<file path="src/shared/hpm_params.svh">
`ifndef HPM_PARAMS_SVH
`define HPM_PARAMS_SVH

// stabilisation lengths in cpu cycles
`define HPM_DELAY_SHORT   256
`define HPM_DELAY_LONG    4096
`define HPM_CNT_W         13

// halt instruction opcode
`define HPM_OP_HALT       8'h8E

// value forced into the interrupt mask on halt entry
`define HPM_IMASK_ENABLE  2'h2

// register byte offsets
`define HPM_ADDR_W        8
`define HPM_OFF_CTRL      8'h00
`define HPM_OFF_STATUS    8'h04
`define HPM_OFF_CAUSE     8'h08

// register fields
`define HPM_CTRL_TBIE     0
`define HPM_CTRL_RST      1'h0
`define HPM_ST_OSC        4
`define HPM_ST_CPU        5
`define HPM_ST_OPTL       6
`define HPM_ST_WDGO       7
`define HPM_ST_CNT        8
`define HPM_CAUSE_W       4
`define HPM_CAUSE_TB      0
`define HPM_CAUSE_EXT     1
`define HPM_CAUSE_RST     2
`define HPM_CAUSE_WDG     3

// bus responses
`define HPM_RESP_OKAY     2'h0
`define HPM_RESP_SLVERR   2'h2

`endif

</file>
<file path="src/shared/hpm_pkg.sv">
package hpm_pkg;

    // power states of the sequencer
    typedef enum logic [2:0] {
        HPM_RUN,
        HPM_ACTIVE_HALT,
        HPM_FULL_HALT,
        HPM_STABILISE,
        HPM_GUARD,
        HPM_GUARD_HALT
    } hpm_state_t;

    typedef logic [31:0] hpm_word_t;

endpackage

</file>
<file path="src/shared/hpm_stab_if.sv">
`timescale 1ns/100ps

// link between the sequencer and its stabilisation counter
interface hpm_stab_if #(parameter int CNT_W = 13);
    logic             start;
    logic             long_sel;
    logic             busy;
    logic             done;
    logic [CNT_W-1:0] count;

    modport ctrl (output start, output long_sel, input busy, input done, input count);
    modport cnt  (input start, input long_sel, output busy, output done, output count);
endinterface

</file>
<file path="src/rtl/hpm_stab_counter.sv">
`timescale 1ns/100ps
`include "hpm_params.svh"

module hpm_stab_counter
#(
    parameter int CNT_W     = `HPM_CNT_W,
    parameter int LEN_SHORT = `HPM_DELAY_SHORT,
    parameter int LEN_LONG  = `HPM_DELAY_LONG
)
(
    input wire logic mclk,
    input wire logic rst_n,
    hpm_stab_if.cnt  stab
);
    import hpm_pkg::*;

    logic [CNT_W-1:0] count_reg;
    logic             busy_reg;
    logic             done_reg;
    logic [CNT_W-1:0] last_cnt;

    // length latched at start
    logic             long_reg;

    assign last_cnt = long_reg ? CNT_W'(LEN_LONG - 1) : CNT_W'(LEN_SHORT - 1);

    // a start always restarts from zero, even mid-count
    always_ff @(posedge mclk)
    begin
        if (!rst_n)
        begin
            count_reg <= '0;
            busy_reg  <= 1'b0;
            done_reg  <= 1'b0;
            long_reg  <= 1'b0;
        end
        else if (stab.start)
        begin
            count_reg <= '0;
            busy_reg  <= 1'b1;
            done_reg  <= 1'b0;
            long_reg  <= stab.long_sel;
        end
        else if (busy_reg)
        begin
            count_reg <= count_reg + 1'b1;
            done_reg  <= (count_reg == last_cnt);
            busy_reg  <= (count_reg != last_cnt);
        end
        else
        begin
            done_reg <= 1'b0;
        end
    end

    assign stab.busy  = busy_reg;
    assign stab.done  = done_reg;
    assign stab.count = count_reg;
endmodule // hpm_stab_counter

</file>
<file path="src/rtl/hpm_halt_ctrl.sv">
`timescale 1ns/100ps
`include "hpm_params.svh"

// Functional notes
// - halt instruction with timebase interrupt enable set enters active-halt
// - halt instruction with that enable clear enters full halt, oscillator off
// - active-halt ends only on timebase interrupt or reset
// - timebase wake resumes at once; reset wake from active-halt waits
// - either halt entry forces interrupt mask to 10b; pending interrupt wakes
// - active-halt keeps only oscillator and timebase clocked
// - with timebase enable set, active-halt never causes watchdog reset
// - enable cleared inside post-wake window drops to halt for the remainder
// - full-halt exit restarts oscillator, waits 256 or 4096 cycles first
// - full halt stops the oscillator and every internally clocked peripheral
// - watchdog halt option decides whether halt with watchdog resets
// - servicing wake interrupt pushes condition codes, loads routine priority
// - opcode 8E is decoded as the halt instruction
// - only halt-capable interrupt subset or reset ends full halt
module hpm_halt_ctrl
(
    input  wire logic                    mclk,
    input  wire logic                    rst_n,
    // register bus
    input  wire logic [`HPM_ADDR_W-1:0]  s_axi_awaddr,
    input  wire logic                    s_axi_awvalid,
    output logic                         s_axi_awready,
    input  wire hpm_pkg::hpm_word_t      s_axi_wdata,
    input  wire logic [3:0]              s_axi_wstrb,
    input  wire logic                    s_axi_wvalid,
    output logic                         s_axi_wready,
    output logic [1:0]                   s_axi_bresp,
    output logic                         s_axi_bvalid,
    input  wire logic                    s_axi_bready,
    input  wire logic [`HPM_ADDR_W-1:0]  s_axi_araddr,
    input  wire logic                    s_axi_arvalid,
    output logic                         s_axi_arready,
    output hpm_pkg::hpm_word_t           s_axi_rdata,
    output logic [1:0]                   s_axi_rresp,
    output logic                         s_axi_rvalid,
    input  wire logic                    s_axi_rready,
    // cpu core
    input  wire logic [7:0]              exec_opcode,
    input  wire logic                    exec_valid,
    input  wire logic [1:0]              irq_priority,
    output logic                         imask_load,
    output logic [1:0]                   imask_value,
    output logic                         cc_push,
    output logic                         irq_service,
    output logic                         reset_vector_fetch,
    // interrupt sources, reset logic, options
    input  wire logic                    timebase_irq,
    input  wire logic                    halt_wake_irq,
    input  wire logic                    reset_req,
    input  wire logic                    watchdog_active,
    input  wire logic                    watchdog_halt_option,
    input  wire logic                    opt_long_delay,
    output logic                         watchdog_reset,
    // clock gating
    output logic                         osc_enable,
    output logic                         timebase_clk_en,
    output logic                         periph_clk_en,
    output logic                         cpu_clk_en
);
    import hpm_pkg::*;

    hpm_state_t                state_reg;
    hpm_state_t                state_next;
    logic                      wake_rst_reg;
    logic                      timebase_irq_enable;
    logic [`HPM_CAUSE_W-1:0]   cause_reg;
    logic [`HPM_CAUSE_W-1:0]   cause_set;
    logic [1:0]                opt_meta_reg;
    logic [1:0]                opt_sync_reg;
    logic                      wdg_opt;
    logic                      long_opt;
    logic                      halt_exec;
    logic                      go_active;
    logic                      go_full;
    logic                      go_wdg;
    logic                      stab_start;
    logic                      wr_fire;
    logic                      aw_held_reg;
    logic                      w_held_reg;
    logic [`HPM_ADDR_W-1:0]    awaddr_reg;
    hpm_word_t                 wdata_reg;
    logic                      wstrb0_reg;
    hpm_word_t                 rd_word;
    logic                      rd_hit;

    hpm_stab_if #(.CNT_W(`HPM_CNT_W)) stab ();

    hpm_stab_counter u_stab
    (
        .mclk  (mclk),
        .rst_n (rst_n),
        .stab  (stab.cnt)
    );

    // static straps, two flops
    always_ff @(posedge mclk)
    begin
        if (!rst_n)
        begin
            opt_meta_reg <= 2'h0;
            opt_sync_reg <= 2'h0;
        end
        else
        begin
            opt_meta_reg <= {watchdog_halt_option, opt_long_delay};
            opt_sync_reg <= opt_meta_reg;
        end
    end

    assign wdg_opt  = opt_sync_reg[1];
    assign long_opt = opt_sync_reg[0];

    // halt decode, also honoured in the post-wake window
    assign halt_exec = exec_valid && (exec_opcode == `HPM_OP_HALT)
                       && (state_reg == HPM_RUN || state_reg == HPM_GUARD);
    assign go_active = halt_exec && timebase_irq_enable;
    // watchdog reset when option forbids halt, enable clear
    assign go_wdg    = halt_exec && !timebase_irq_enable
                       && watchdog_active && !wdg_opt;
    assign go_full   = halt_exec && !timebase_irq_enable && !go_wdg;

    // next state; reset tested before any wake
    always_comb
    begin
        state_next = state_reg;
        stab_start = 1'b0;
        unique case (state_reg)
            HPM_RUN:
            begin
                if (go_active)
                    state_next = HPM_ACTIVE_HALT;
                else if (go_full)
                    state_next = HPM_FULL_HALT;
            end
            HPM_ACTIVE_HALT:
            begin
                if (reset_req)
                begin
                    state_next = HPM_STABILISE;
                    stab_start = 1'b1;
                end
                else if (timebase_irq)
                begin
                    state_next = HPM_GUARD;
                    stab_start = 1'b1;
                end
            end
            HPM_FULL_HALT:
            begin
                if (reset_req || halt_wake_irq)
                begin
                    state_next = HPM_STABILISE;
                    stab_start = 1'b1;
                end
            end
            HPM_STABILISE:
            begin
                if (stab.done)
                    state_next = HPM_RUN;
            end
            HPM_GUARD:
            begin
                if (go_active)
                    state_next = HPM_ACTIVE_HALT;
                else if (go_full)
                    state_next = HPM_FULL_HALT;
                else if (!timebase_irq_enable && stab.busy)
                    state_next = HPM_GUARD_HALT;
                else if (stab.done)
                    state_next = HPM_RUN;
            end
            HPM_GUARD_HALT:
            begin
                if (reset_req)
                begin
                    state_next = HPM_STABILISE;
                    stab_start = 1'b1;
                end
                else if (stab.done)
                    state_next = HPM_RUN;
            end
            default:
            begin
                state_next = HPM_RUN;
            end
        endcase
    end

    assign stab.start    = stab_start;
    assign stab.long_sel = long_opt;

    // power state register
    always_ff @(posedge mclk)
    begin
        if (!rst_n)
            state_reg <= HPM_RUN;
        else
            state_reg <= state_next;
    end

    // whether the wait ends in a reset
    always_ff @(posedge mclk)
    begin
        if (!rst_n)
            wake_rst_reg <= 1'b0;
        else if (stab_start)
            wake_rst_reg <= reset_req;
        else if (state_reg == HPM_STABILISE && reset_req)
            wake_rst_reg <= 1'b1;
    end

    // enables follow the state being entered
    always_ff @(posedge mclk)
    begin
        if (!rst_n)
        begin
            osc_enable      <= 1'b1;
            timebase_clk_en <= 1'b1;
            periph_clk_en   <= 1'b1;
            cpu_clk_en      <= 1'b1;
        end
        else
        begin
            osc_enable      <= (state_next != HPM_FULL_HALT);
            timebase_clk_en <= (state_next == HPM_RUN)
                               || (state_next == HPM_GUARD)
                               || (state_next == HPM_ACTIVE_HALT);
            periph_clk_en   <= (state_next == HPM_RUN)
                               || (state_next == HPM_GUARD);
            cpu_clk_en      <= (state_next == HPM_RUN)
                               || (state_next == HPM_GUARD);
        end
    end

    // one-cycle strobes to the cpu core
    always_ff @(posedge mclk)
    begin
        if (!rst_n)
        begin
            imask_load         <= 1'b0;
            imask_value        <= `HPM_IMASK_ENABLE;
            cc_push            <= 1'b0;
            irq_service        <= 1'b0;
            reset_vector_fetch <= 1'b0;
            watchdog_reset     <= 1'b0;
        end
        else
        begin
            imask_load         <= 1'b0;
            cc_push            <= 1'b0;
            irq_service        <= 1'b0;
            reset_vector_fetch <= 1'b0;
            watchdog_reset     <= go_wdg;
            if (go_active || go_full)
            begin
                imask_load  <= 1'b1;
                imask_value <= `HPM_IMASK_ENABLE;
            end
            else if (state_reg == HPM_ACTIVE_HALT && !reset_req && timebase_irq)
            begin
                // serviced at once, no wait on this path
                irq_service <= 1'b1;
                cc_push     <= 1'b1;
                imask_load  <= 1'b1;
                imask_value <= irq_priority;
            end
            else if (state_reg == HPM_STABILISE && stab.done)
            begin
                if (wake_rst_reg || reset_req)
                    reset_vector_fetch <= 1'b1;
                else
                begin
                    irq_service <= 1'b1;
                    cc_push     <= 1'b1;
                    imask_load  <= 1'b1;
                    imask_value <= irq_priority;
                end
            end
        end
    end

    // wake causes; a set beats a same-cycle clear
    always_comb
    begin
        cause_set = '0;
        cause_set[`HPM_CAUSE_TB]  = (state_reg == HPM_ACTIVE_HALT)
                                    && timebase_irq && !reset_req;
        cause_set[`HPM_CAUSE_EXT] = (state_reg == HPM_FULL_HALT)
                                    && halt_wake_irq && !reset_req;
        cause_set[`HPM_CAUSE_RST] = stab_start && reset_req;
        cause_set[`HPM_CAUSE_WDG] = go_wdg;
    end

    // ---- register bus slave
    // aw and w in either order, answered once both held
    assign s_axi_awready = !aw_held_reg && !s_axi_bvalid;
    assign s_axi_wready  = !w_held_reg && !s_axi_bvalid;
    assign wr_fire       = aw_held_reg && w_held_reg && !s_axi_bvalid;

    // write channel capture
    always_ff @(posedge mclk)
    begin
        if (!rst_n)
        begin
            aw_held_reg <= 1'b0;
            w_held_reg  <= 1'b0;
            awaddr_reg  <= '0;
            wdata_reg   <= '0;
            wstrb0_reg  <= 1'b0;
        end
        else
        begin
            if (s_axi_awvalid && s_axi_awready)
            begin
                aw_held_reg <= 1'b1;
                awaddr_reg  <= s_axi_awaddr;
            end
            else if (wr_fire)
                aw_held_reg <= 1'b0;
            if (s_axi_wvalid && s_axi_wready)
            begin
                w_held_reg <= 1'b1;
                wdata_reg  <= s_axi_wdata;
                wstrb0_reg <= s_axi_wstrb[0];
            end
            else if (wr_fire)
                w_held_reg <= 1'b0;
        end
    end

    // write response; unmapped or read-only gives slverr
    always_ff @(posedge mclk)
    begin
        if (!rst_n)
        begin
            s_axi_bvalid <= 1'b0;
            s_axi_bresp  <= `HPM_RESP_OKAY;
        end
        else if (wr_fire)
        begin
            s_axi_bvalid <= 1'b1;
            s_axi_bresp  <= (awaddr_reg == `HPM_OFF_CTRL || awaddr_reg == `HPM_OFF_CAUSE)
                            ? `HPM_RESP_OKAY : `HPM_RESP_SLVERR;
        end
        else if (s_axi_bready)
            s_axi_bvalid <= 1'b0;
    end

    // control register: timebase enable steers halt
    always_ff @(posedge mclk)
    begin
        if (!rst_n)
            timebase_irq_enable <= `HPM_CTRL_RST;
        else if (wr_fire && wstrb0_reg && awaddr_reg == `HPM_OFF_CTRL)
            timebase_irq_enable <= wdata_reg[`HPM_CTRL_TBIE];
    end

    // cause register, write one to clear
    always_ff @(posedge mclk)
    begin
        if (!rst_n)
            cause_reg <= '0;
        else if (wr_fire && wstrb0_reg && awaddr_reg == `HPM_OFF_CAUSE)
            cause_reg <= (cause_reg & ~wdata_reg[`HPM_CAUSE_W-1:0]) | cause_set;
        else
            cause_reg <= cause_reg | cause_set;
    end

    // read mux
    always_comb
    begin
        rd_word = '0;
        rd_hit  = 1'b1;
        unique case (s_axi_araddr)
            `HPM_OFF_CTRL:
                rd_word[`HPM_CTRL_TBIE] = timebase_irq_enable;
            `HPM_OFF_STATUS:
            begin
                rd_word[2:0]         = state_reg;
                rd_word[`HPM_ST_OSC] = osc_enable;
                rd_word[`HPM_ST_CPU] = cpu_clk_en;
                rd_word[`HPM_ST_OPTL] = long_opt;
                rd_word[`HPM_ST_WDGO] = wdg_opt;
                rd_word[`HPM_ST_CNT +: `HPM_CNT_W] = stab.count;
            end
            `HPM_OFF_CAUSE:
                rd_word[`HPM_CAUSE_W-1:0] = cause_reg;
            default:
                rd_hit = 1'b0;
        endcase
    end

    assign s_axi_arready = !s_axi_rvalid;

    // read response, one cycle after address
    always_ff @(posedge mclk)
    begin
        if (!rst_n)
        begin
            s_axi_rvalid <= 1'b0;
            s_axi_rdata  <= '0;
            s_axi_rresp  <= `HPM_RESP_OKAY;
        end
        else if (s_axi_arvalid && s_axi_arready)
        begin
            s_axi_rvalid <= 1'b1;
            s_axi_rdata  <= rd_word;
            s_axi_rresp  <= rd_hit ? `HPM_RESP_OKAY : `HPM_RESP_SLVERR;
        end
        else if (s_axi_rready)
            s_axi_rvalid <= 1'b0;
    end
endmodule // hpm_halt_ctrl

</file>
<file path="config.mk">
export PLATFORM = sky130hd
export DESIGN_NAME = hpm_halt_ctrl
export DESIGN_NICKNAME = d
export VERILOG_FILES = /design/src/shared/hpm_pkg.sv /design/src/shared/hpm_stab_if.sv /design/src/rtl/hpm_stab_counter.sv /design/src/rtl/hpm_halt_ctrl.sv
export VERILOG_INCLUDE_DIRS = /design/src /design/src/shared
export SDC_FILE = /design/constraint.sdc
export NUM_CORES = 1
export LEC_CHECK = 0
export BUFFER_PORTS_ARGS = -buffer_cell sky130_fd_sc_hd__clkbuf_2
export CAP_MARGIN = 20
export CORE_ASPECT_RATIO = 0.7
export CORE_UTILIZATION = 27
export CTS_BUF_LIST = sky130_fd_sc_hd__clkbuf_8
export DETAILED_ROUTE_END_ITERATION = 8
export PLACE_DENSITY = 0.46
export SYNTH_ARGS = -nofsm -noshare
export SYNTH_HDL_FRONTEND = slang
export SYNTH_SLANG_ARGS = --single-unit
</file>
<file path="constraint.sdc">
create_clock -name mclk -period 2.95 [get_ports mclk]
set_clock_uncertainty 0.1 [all_clocks]
set_input_delay 0.1475 -clock mclk [delete_from_list [all_inputs] [get_ports mclk]]
set_output_delay 0.1475 -clock mclk [all_outputs]
set_load 0.03 [all_outputs]
</file>
==> flow_summary.json, run 1 <==
{
  "status": "completed",
  "ys_top_cells_by_area": "dfxtp_1, nor2b_1, a22oi_1, nand2_1, a21boi_0",
  "die_h_um": 95.1,
  "routabilityCongestion": 0.789,
  "synth-seq-cells": 78,
  "synth_simple_gate_area_share_pct": 24.9,
  "final_antenna_net_count": 0,
  "syn_inst": 377,
  "setup-violations-final": 0,
  "dr.first_iter.drc_count": 144,
  "post_cts_buffers": 0,
  "power_density_nw_per_um2": 486,
  "grt_pass1_wl_um": 12900,
  "coreArea_sq_um": 11900,
  "yosysTopAreaCell": "dfxtp_1",
  "clk_pin_slew_ns": 0.07,
  "reg2reg_slack_ns": 0.67,
  "seq_area_sq_um": 1560,
  "clk-insertion-delay-late_ns": 0.35,
  "grt_pass1_vias": 2663,
  "viasPerCell": 4.46,
  "fin_crit_sh_pct": 77.2,
  "cts_root_buffer": "clkbuf_8",
  "synth-compound-area-share_pct": 15.7,
  "diodes": 0,
  "layout.cells.most_common": "clkbuf_2",
  "max_freq_mhz": 439,
  "start_util_pct": 28.1,
  "largest_reg_flops": 21,
  "dp_cells": 600,
  "crit_arrival_ns": 2.42,
  "clockPowerShare_pct": 37.7,
  "p_seq_share_pct": 52.6,
  "timing.rr.end": "osc_enable",
  "slowest_stage": "or4b_4",
  "hold_depth": 3,
  "dieArea_sq_um": 12800,
  "design_power_total_uw": 2060,
  "worst_pin_slew_ns": 0.646,
  "critPathKind": "reg -> reg",
  "cp_common_cell": "a211o_1",
  "worstHoldPathType": "in -> reg",
  "nets": 552,
  "fin_tns_setup_ns": 0,
  "wl_per_cell_um": 12.3,
  "end_kind": "flop",
  "synthMuxAreaShare_pct": 2.39,
  "htree_levels": 3,
  "grt_usage_pct": 13.1,
  "ys_seq_area_share_pct": 46.7,
  "syn_to_final_growth_pct": 26.9,
  "cts_tree": "built",
  "antenna_found_initial": 0,
  "p_int_uw": 1550,
  "ir_worst_vdd_mv": 0.206,
  "avgSynthCellArea_sq_um": 8.87,
  "firstDrtPassIters": 4,
  "synthesis.area_sq_um": 3350,
  "power.leakage_uw": 0.00171,
  "post_route_cells_drive_above_1_share_pct": 22.3,
  "start_kind": "flop",
  "pwr-share-comb_pct": 9.7,
  "die_w_um": 135,
  "fp-row-count": 33,
  "timing.slew.headroom_pct": 57.0,
  "critPathMaxFanout": 11,
  "holdCritStartpoint": "timebase_irq",
  "cts_sinks": 78,
  "via_count": 2834,
  "rsz0062_at_grt": "no",
  "cap_violations": 0,
  "crit_required_ns": 3.09,
  "sw_frac_of_total_pct": 25.0,
  "design_area_sq_um": 4250,
  "drv_slew": 0,
  "final_hold_viol_count": 0,
  "placed_area_sq_um": 3840,
  "worstHoldEndpoint": "cause_reg[0]",
  "reg2regPathDepth": 5,
  "synth_xor_area_share_pct": 3.14,
  "max_stage_delay_ns": 0.58,
  "period_needed_ns": 2.28,
  "io_buffers": 83,
  "switchingPower_uw": 515,
  "critical-path-top-delay-family": "simple AND/OR/NAND/NOR gates",
  "crit_chain": "or4b_4 > nor3_4 > a21oi_1 > a211o_1 > a211o_1",
  "synth_edf_count": 0,
  "grt_max_degree": 37,
  "multi_input_area_sq_um": 1600,
  "cts_made_buffers": 9,
  "crit_path_start": "state_reg[0]",
  "wl_um": 7800,
  "synth_adder_area_share_pct": 0.374,
  "synth_top_area_share_pct": 46.7,
  "path_buf_inv": 0,
  "r2r_start": "state_reg[0]",
  "fill_cells": 1255,
  "synth-main-ff-cell": "dfxtp_1",
  "cts_max_path_buffers": 2,
  "ioPinCount": 128,
  "async_reset_ff_share_pct": 0,
  "drc": 0,
  "dpl.hpwl_um": 5690,
  "yosys_warnings": 0,
  "final_cell_mix": "clkbuf_2, dfxtp_1, nand2_1",
  "overflow": 0,
  "fin_cells": 636,
  "yosys.cell_types.count": 44,
  "synth_top_family_by_area": "simple AND/OR/NAND/NOR gates"
}
==> worst max-delay path by stage <==
stage / to / slack (ns) / cells past startpoint
floorplan: osc_enable / 0.89 / 6
global placement: osc_enable / 0.75 / 5
detailed placement: osc_enable / 0.70 / 5
CTS: osc_enable / 0.69 / 5
global route: osc_enable / 0.57 / 5
finish: osc_enable / 0.67 / 5
==> tightest hold or removal path, stage by stage <==
cell	delay, ns
clkbuf_2	0.11
nand3_1	0.09
a21boi_0	0.08
==> per-stage QoR <==
| step | hold WS (ns) | worst slack, ns | util [%] |
|---|---|---|---|
| detailed placement | 0.260 | 0.700 | 32.3 |
| finish | 0.0241 | 0.673 | 35.7 |
| floorplan | 0.175 | 0.893 | - |
| CTS | 0.000215 | 0.686 | 35.7 |
| global route | 0.0276 | 0.569 | 35.7 |
| global placement | 0.260 | 0.750 | 32.3 |
==> final cells by class <==
cell class / count / area share (%)
inverter: 11 / 0.973
clock inverter: 2 / 0.354
multi-input combinational: 268 / 37.8
timing repair buffer: 107 / 15.3
sequential: 78 / 36.8
clock buffer: 13 / 4.21
tap: 157 / 4.63
==> power by group through the flow <==
stage	logic [uW]	registers, uW	clock network (uW)
floorplan	126	1110	0
global placement	178	1110	0
detailed placement	180	1110	0
CTS	202	1080	817
global route	223	1090	859
finish	199	1080	778
==> synthesized netlist by cell type (2+ instances only) <==
master,count
dfxtp_1,78
nand3_1,8
nand2_1,40
buf_4,15
inv_1,11
nand3b_1,3
a22oi_1,21
xor2_1,6
o211a_1,2
nand2b_1,6
mux2i_1,8
a21oi_1,16
a211o_1,2
a21boi_0,16
nor4_1,4
o21a_1,2
nor2b_1,31
and2_1,11
or4_1,2
clkbuf_1,16
nor3_1,5
xnor2_1,6
nor2_1,32
and3_1,3
o21ai_0,12
nand4_1,3
==> what timing repair did <==
item                                   CTS  global route
endpoints found under the hold margin   20             0
hold buffers                            21             0
resized for setup                        0             0
==> routing by layer <==
metal | global-route usage [%] | wire length [um] | vias to the layer above
met2 | 19.9 | 3240 | 79
met4 | 5.24 | 116 | 0
met1 | 17.4 | 3930 | 1293
met5 | 0 | 0 | -
li1 | - | - | 1452
met3 | 3.77 | 516 | 10
==> kinds of logic (layout without fill, tap and decap cells) <==
| family | after synthesis | in the layout |
|---|---|---|
| AND/OR/NAND/NOR | 157 | 157 |
| flip-flops | 78 | 78 |
| AO/OA/AOI/OAI | 77 | 77 |
| buffers and inverters | 43 | 133 |
| XOR/XNOR | 12 | 12 |
| multiplexers | 8 | 8 |
| adder cells (fa/ha/maj) | 1 | 1 |
| other | 1 | 13 |
(Power assumes the default switching activity.)
==> run 2, diff against run 1 <==
--- a/config.mk
+++ b/config.mk
@@ -12,7 +12,7 @@
 export CORE_UTILIZATION = 27
 export CTS_BUF_LIST = sky130_fd_sc_hd__clkbuf_8
 export DETAILED_ROUTE_END_ITERATION = 8
-export PLACE_DENSITY = 0.46
+export PLACE_DENSITY = 0.48
 export SYNTH_ARGS = -nofsm -noshare
 export SYNTH_HDL_FRONTEND = slang
 export SYNTH_SLANG_ARGS = --single-unit
==> constraint.sdc (replaced) <==
create_clock -name mclk -period 1.95 [get_ports mclk]
set_clock_uncertainty 0.1 [all_clocks]
set_input_delay 0.0975 -clock mclk [delete_from_list [all_inputs] [get_ports mclk]]
set_output_delay 0.0975 -clock mclk [all_outputs]
set_load 0.03 [all_outputs]
==> flow_summary.json, run 2 (same netlist as run 1, synthesis figures left out) <==
{
  "power.leakage_uw": 0.00180,
  "drv_slew": 0,
  "cts_max_path_buffers": 2,
  "fin_cells": 647,
  "dieArea_sq_um": 12800,
  "grt_pass1_vias": 2669,
  "design_power_total_uw": 3260,
  "die_w_um": 135,
  "end_kind": "flop",
  "cts_made_buffers": 9,
  "timing.slew.headroom_pct": 66.3,
  "setup-violations-final": 0,
  "max_freq_mhz": 515,
  "routabilityCongestion": 0.780,
  "period_needed_ns": 1.94,
  "overflow": 0,
  "nets": 562,
  "wl_um": 7830,
  "io_buffers": 83,
  "final_hold_viol_count": 0,
  "grt_pass1_wl_um": 12700,
  "start_kind": "flop",
  "cts_tree": "built",
  "firstDrtPassIters": 6,
  "via_count": 2862,
  "rsz0062_at_grt": "yes",
  "hold_slack_ns": 0.0367,
  "utilization_pct": 36.8,
  "fp-row-count": 33,
  "fin_crit_sh_pct": 99.6,
  "worstHoldPathType": "in -> reg",
  "cap_violations": 0,
  "max_stage_delay_ns": 0.52,
  "dr.first_iter.drc_count": 100,
  "start_util_pct": 28.1,
  "cts_sinks": 78,
  "ioPinCount": 128,
  "clk-insertion-delay-late_ns": 0.35,
  "ir_worst_vdd_mv": 0.418,
  "critPathMaxFanout": 3,
  "diodes": 0,
  "viasPerCell": 4.42,
  "drc": 0,
  "critPathKind": "reg -> reg",
  "largest_reg_flops": 21,
  "worst_pin_slew_ns": 0.492,
  "crit_chain": "or4b_4 > nor3_4 > a21oi_1 > a211o_1 > buf_6 > and2_4",
  "final_cell_mix": "clkbuf_2, dfxtp_1, nand2_1",
  "status": "completed",
  "dp_cells": 608,
  "crit_required_ns": 2.10,
  "fin_tns_setup_ns": 0,
  "cts_root_buffer": "clkbuf_8",
  "syn_to_final_growth_pct": 30.8,
  "grt_usage_pct": 12.8,
  "wl_per_cell_um": 12.1,
  "crit_arrival_ns": 2.09,
  "coreArea_sq_um": 11900,
  "grt_max_degree": 60,
  "critical-path-top-delay-family": "simple AND/OR/NAND/NOR gates",
  "antenna_found_initial": 0,
  "clk_pin_slew_ns": 0.07,
  "final_antenna_net_count": 0,
  "slowest_stage": "or4b_4",
  "dpl.hpwl_um": 5620,
  "post_route_cells_drive_above_1_share_pct": 24.5,
  "path_buf_inv": 1,
  "die_h_um": 95.1,
  "power_density_nw_per_um2": 744,
  "htree_levels": 3,
  "layout.cells.most_common": "clkbuf_2"
}
## run 2: area by class of cell
cell class / count / area [sq um]
fill: 1286 / 7510
multi-input combinational: 268 / 1620
sequential: 78 / 1560
timing repair buffer: 117 / 742
tap: 157 / 196
clock buffer: 9 / 124
clock inverter: 7 / 90.1
inverter: 11 / 41.3
## run 2: timing repair
item / CTS / global route
hold endpoints to repair: 21 / 0
endpoints found under the setup margin: 0 / 18
resized for setup: 0 / 8
hold buffers: 22 / 0
buffers inserted: 0 / 1
## run 2: final timing paths
kind | depth (start not counted) | from | endpoint | slack (ns)
setup / recovery | 6 | state_reg[0] | state_reg[0] | 0.008
hold / removal | 3 | rst_n | state_reg[1] | 0.04
setup reg to reg | 6 | state_reg[0] | state_reg[0] | 0.008
hold reg to reg | 1 | opt_meta_reg[0] | opt_sync_reg[0] | 0.34
## run 2: report_power, final
group / internal, uW / switching [uW]
Clock: 716 / 588
Combinational: 130 / 182
Sequential: 1620 / 17.5
Total: 2470 / 787
## run 2: worst min-delay path, cell delays in order
cell and delay, ns:
clkbuf_2 0.12, nand2_1 0.16, a21oi_2 0.06
## run 2: per-layer routing
| layer | GRT usage [%] | vias up | wire length, um |
|---|---|---|---|
| li1 | - | 1480 | - |
| met1 | 16.5 | 1298 | 3980 |
| met3 | 4.09 | 5 | 412 |
| met4 | 4.21 | 0 | 51 |
| met5 | 0 | - | 0 |
| met2 | 20.4 | 79 | 3390 |
## run 2: metrics by stage
step	worst slack [ns]	area (sq um)
6_report	0.00809	4380
5_1_grt	-0.0608	4380
4_1_cts	0.0140	4350
3_5_place_dp	0.0344	3920
3_3_place_gp	0.0773	3920
2_1_floorplan	0.00288	3400
==> run 3, diff against run 2 <==
--- a/config.mk
+++ b/config.mk
@@ -10,7 +10,7 @@
 export CAP_MARGIN = 20
 export CORE_ASPECT_RATIO = 0.7
 export CORE_UTILIZATION = 27
-export CTS_BUF_LIST = sky130_fd_sc_hd__clkbuf_8
+export CTS_BUF_LIST = sky130_fd_sc_hd__clkbuf_16
 export DETAILED_ROUTE_END_ITERATION = 8
 export PLACE_DENSITY = 0.48
 export SYNTH_ARGS = -nofsm -noshare
==> flow_summary.json, run 3 (same netlist as run 1, synthesis figures left out) <==
{
  "status": "completed",
  "busiest_layer": "met2",
  "layout.cells.most_common": "clkbuf_2",
  "start_util_pct": 28.1,
  "p_int_uw": 2870,
  "power_density_nw_per_um2": 829,
  "crit_required_ns": 2.07,
  "overflow": 0,
  "max_stage_delay_ns": 0.52,
  "grtUsageMet1_pct": 16.6,
  "slowest_stage": "or4b_4",
  "critPathKind": "reg -> reg",
  "worstHoldPathType": "in -> reg",
  "firstDrtPassIters": 4,
  "clockPowerShare_pct": 47.3,
  "viasPerCell": 4.42,
  "pwr-share-comb_pct": 8.4,
  "syn_to_final_growth_pct": 33.8,
  "rsz0062_at_grt": "yes",
  "cts_root_buffer": "clkbuf_16",
  "grtUsageMet3_pct": 3.77,
  "grt_usage_pct": 12.9,
  "htree_levels": 3,
  "setup_ws_ns": 0.00898,
  "fin_cells": 647,
  "worst_pin_slew_ns": 0.481,
  "reg2reg_slack_ns": 0.009,
  "crit_arrival_ns": 2.06,
  "diodes": 0,
  "dieArea_sq_um": 12800,
  "sw_frac_of_total_pct": 22.6,
  "cts_max_path_buffers": 2,
  "fp-row-count": 33,
  "cts_sinks": 78,
  "start_kind": "flop",
  "largest_reg_flops": 21,
  "timing.rr.end": "state_reg[0]",
  "wl_um": 7870,
  "worstHoldEndpoint": "state_reg[1]",
  "ir_worst_vdd_mv": 0.460,
  "dr.first_iter.drc_count": 114,
  "dp_slack_ns": 0.0344,
  "reg2regPathDepth": 6,
  "holdCritStartpoint": "rst_n",
  "cts_tree": "built",
  "die_h_um": 95.1,
  "placed_area_sq_um": 3920,
  "via_count": 2857,
  "design_area_sq_um": 4480,
  "r2r_start": "state_reg[0]",
  "cts_made_buffers": 9,
  "fin_crit_sh_pct": 99.5,
  "wl_per_cell_um": 12.2,
  "period_needed_ns": 1.94,
  "fin_tns_setup_ns": 0,
  "design_power_total_uw": 3710,
  "clk_pin_slew_ns": 0.06,
  "power.leakage_uw": 0.00185,
  "antenna_found_initial": 0,
  "dpl.hpwl_um": 5620,
  "routabilityCongestion": 0.780,
  "final_cell_mix": "clkbuf_2, dfxtp_1, nand2_1",
  "final_hold_viol_count": 0,
  "crit_chain": "or4b_4 > nor3_4 > a21oi_1 > a211o_1 > buf_6 > and2_4",
  "p_seq_share_pct": 44.3,
  "cap_violations": 0,
  "switchingPower_uw": 839,
  "die_w_um": 135,
  "post_route_cells_drive_above_1_share_pct": 24.3,
  "setup-violations-final": 0,
  "grt_max_degree": 60,
  "use_met2_pct": 20.7,
  "critPathMaxFanout": 3,
  "hold_depth": 3,
  "grt_pass1_vias": 2672,
  "end_kind": "flop",
  "timing.slew.headroom_pct": 67.1,
  "coreArea_sq_um": 11900,
  "nets": 562,
  "drv_slew": 0,
  "max_freq_mhz": 515,
  "dp_cells": 608,
  "final_antenna_net_count": 0,
  "drc": 0,
  "clk-insertion-delay-late_ns": 0.33,
  "io_buffers": 83,
  "ioPinCount": 128,
  "grt_pass1_wl_um": 12800
}
==> run 3: cell counts in the layout (fill, tap and decap cells not counted) <==
Identical to the previous run, type by type.
==> run 3: power by group through the flow <==
stage	combinational, uW	sequential [uW]	clock, uW
6_report	312	1640	1750
5_1_grt	348	1650	1870
4_1_cts	316	1640	1820
3_5_place_dp	280	1680	0
3_3_place_gp	276	1680	0
2_1_floorplan	191	1690	0
==> run 3: layout make-up <==
type | instances | area [sq um]
multi-input combinational | 268 | 1620
clock buffer | 9 | 225
clock inverter | 7 | 90.1
tap | 157 | 196
fill | 1276 | 7410
sequential | 78 | 1560
timing repair buffer | 117 | 742
inverter | 11 | 41.3
==> run 3: worst max-delay path by stage <==
| stage | to | cells after the start | from | slack [ns] |
|---|---|---|---|---|
| floorplan | osc_enable | 6 | state_reg[1] | 0.003 |
| global placement | osc_enable | 5 | state_reg[1] | 0.08 |
| detailed placement | osc_enable | 5 | state_reg[1] | 0.03 |
| CTS | osc_enable | 5 | state_reg[1] | 0.02 |
| global route | osc_enable | 5 | state_reg[0] | -0.06 |
| finish | state_reg[0] | 6 | state_reg[0] | 0.009 |
==> run 3: per-layer routing <==
metal | share of wire, % | wire length, um
met4 | 0.77 | 61
met2 | 43 | 3390
met3 | 5.0 | 392
met1 | 51 | 4030
met5 | 0 | 0
==> run 3: through the flow <==
step           hold slack [ns]  utilization, %
2_1_floorplan            0.125               -
3_3_place_gp             0.203            33.0
3_5_place_dp             0.208            33.0
4_1_cts                 0.0529            37.5
5_1_grt                 0.0834            37.6
6_report                0.0644            37.6
==> run 3: timing repair <==
action,CTS,global route
hold buffers,22,0
hold endpoints to repair,21,0
gates resized for setup,0,6
setup buffers,0,1
endpoints found under the setup margin,0,17
==> run 3: worst max-delay path: cells and delay by family, from the launching register on <==
kind | cells | cell delay (ns)
and+or+nand+nor | 3 | 0.89
AOI/OAI and AO/OA | 2 | 0.39
DFF | 1 | 0.32
buffers and inverters | 1 | 0.13
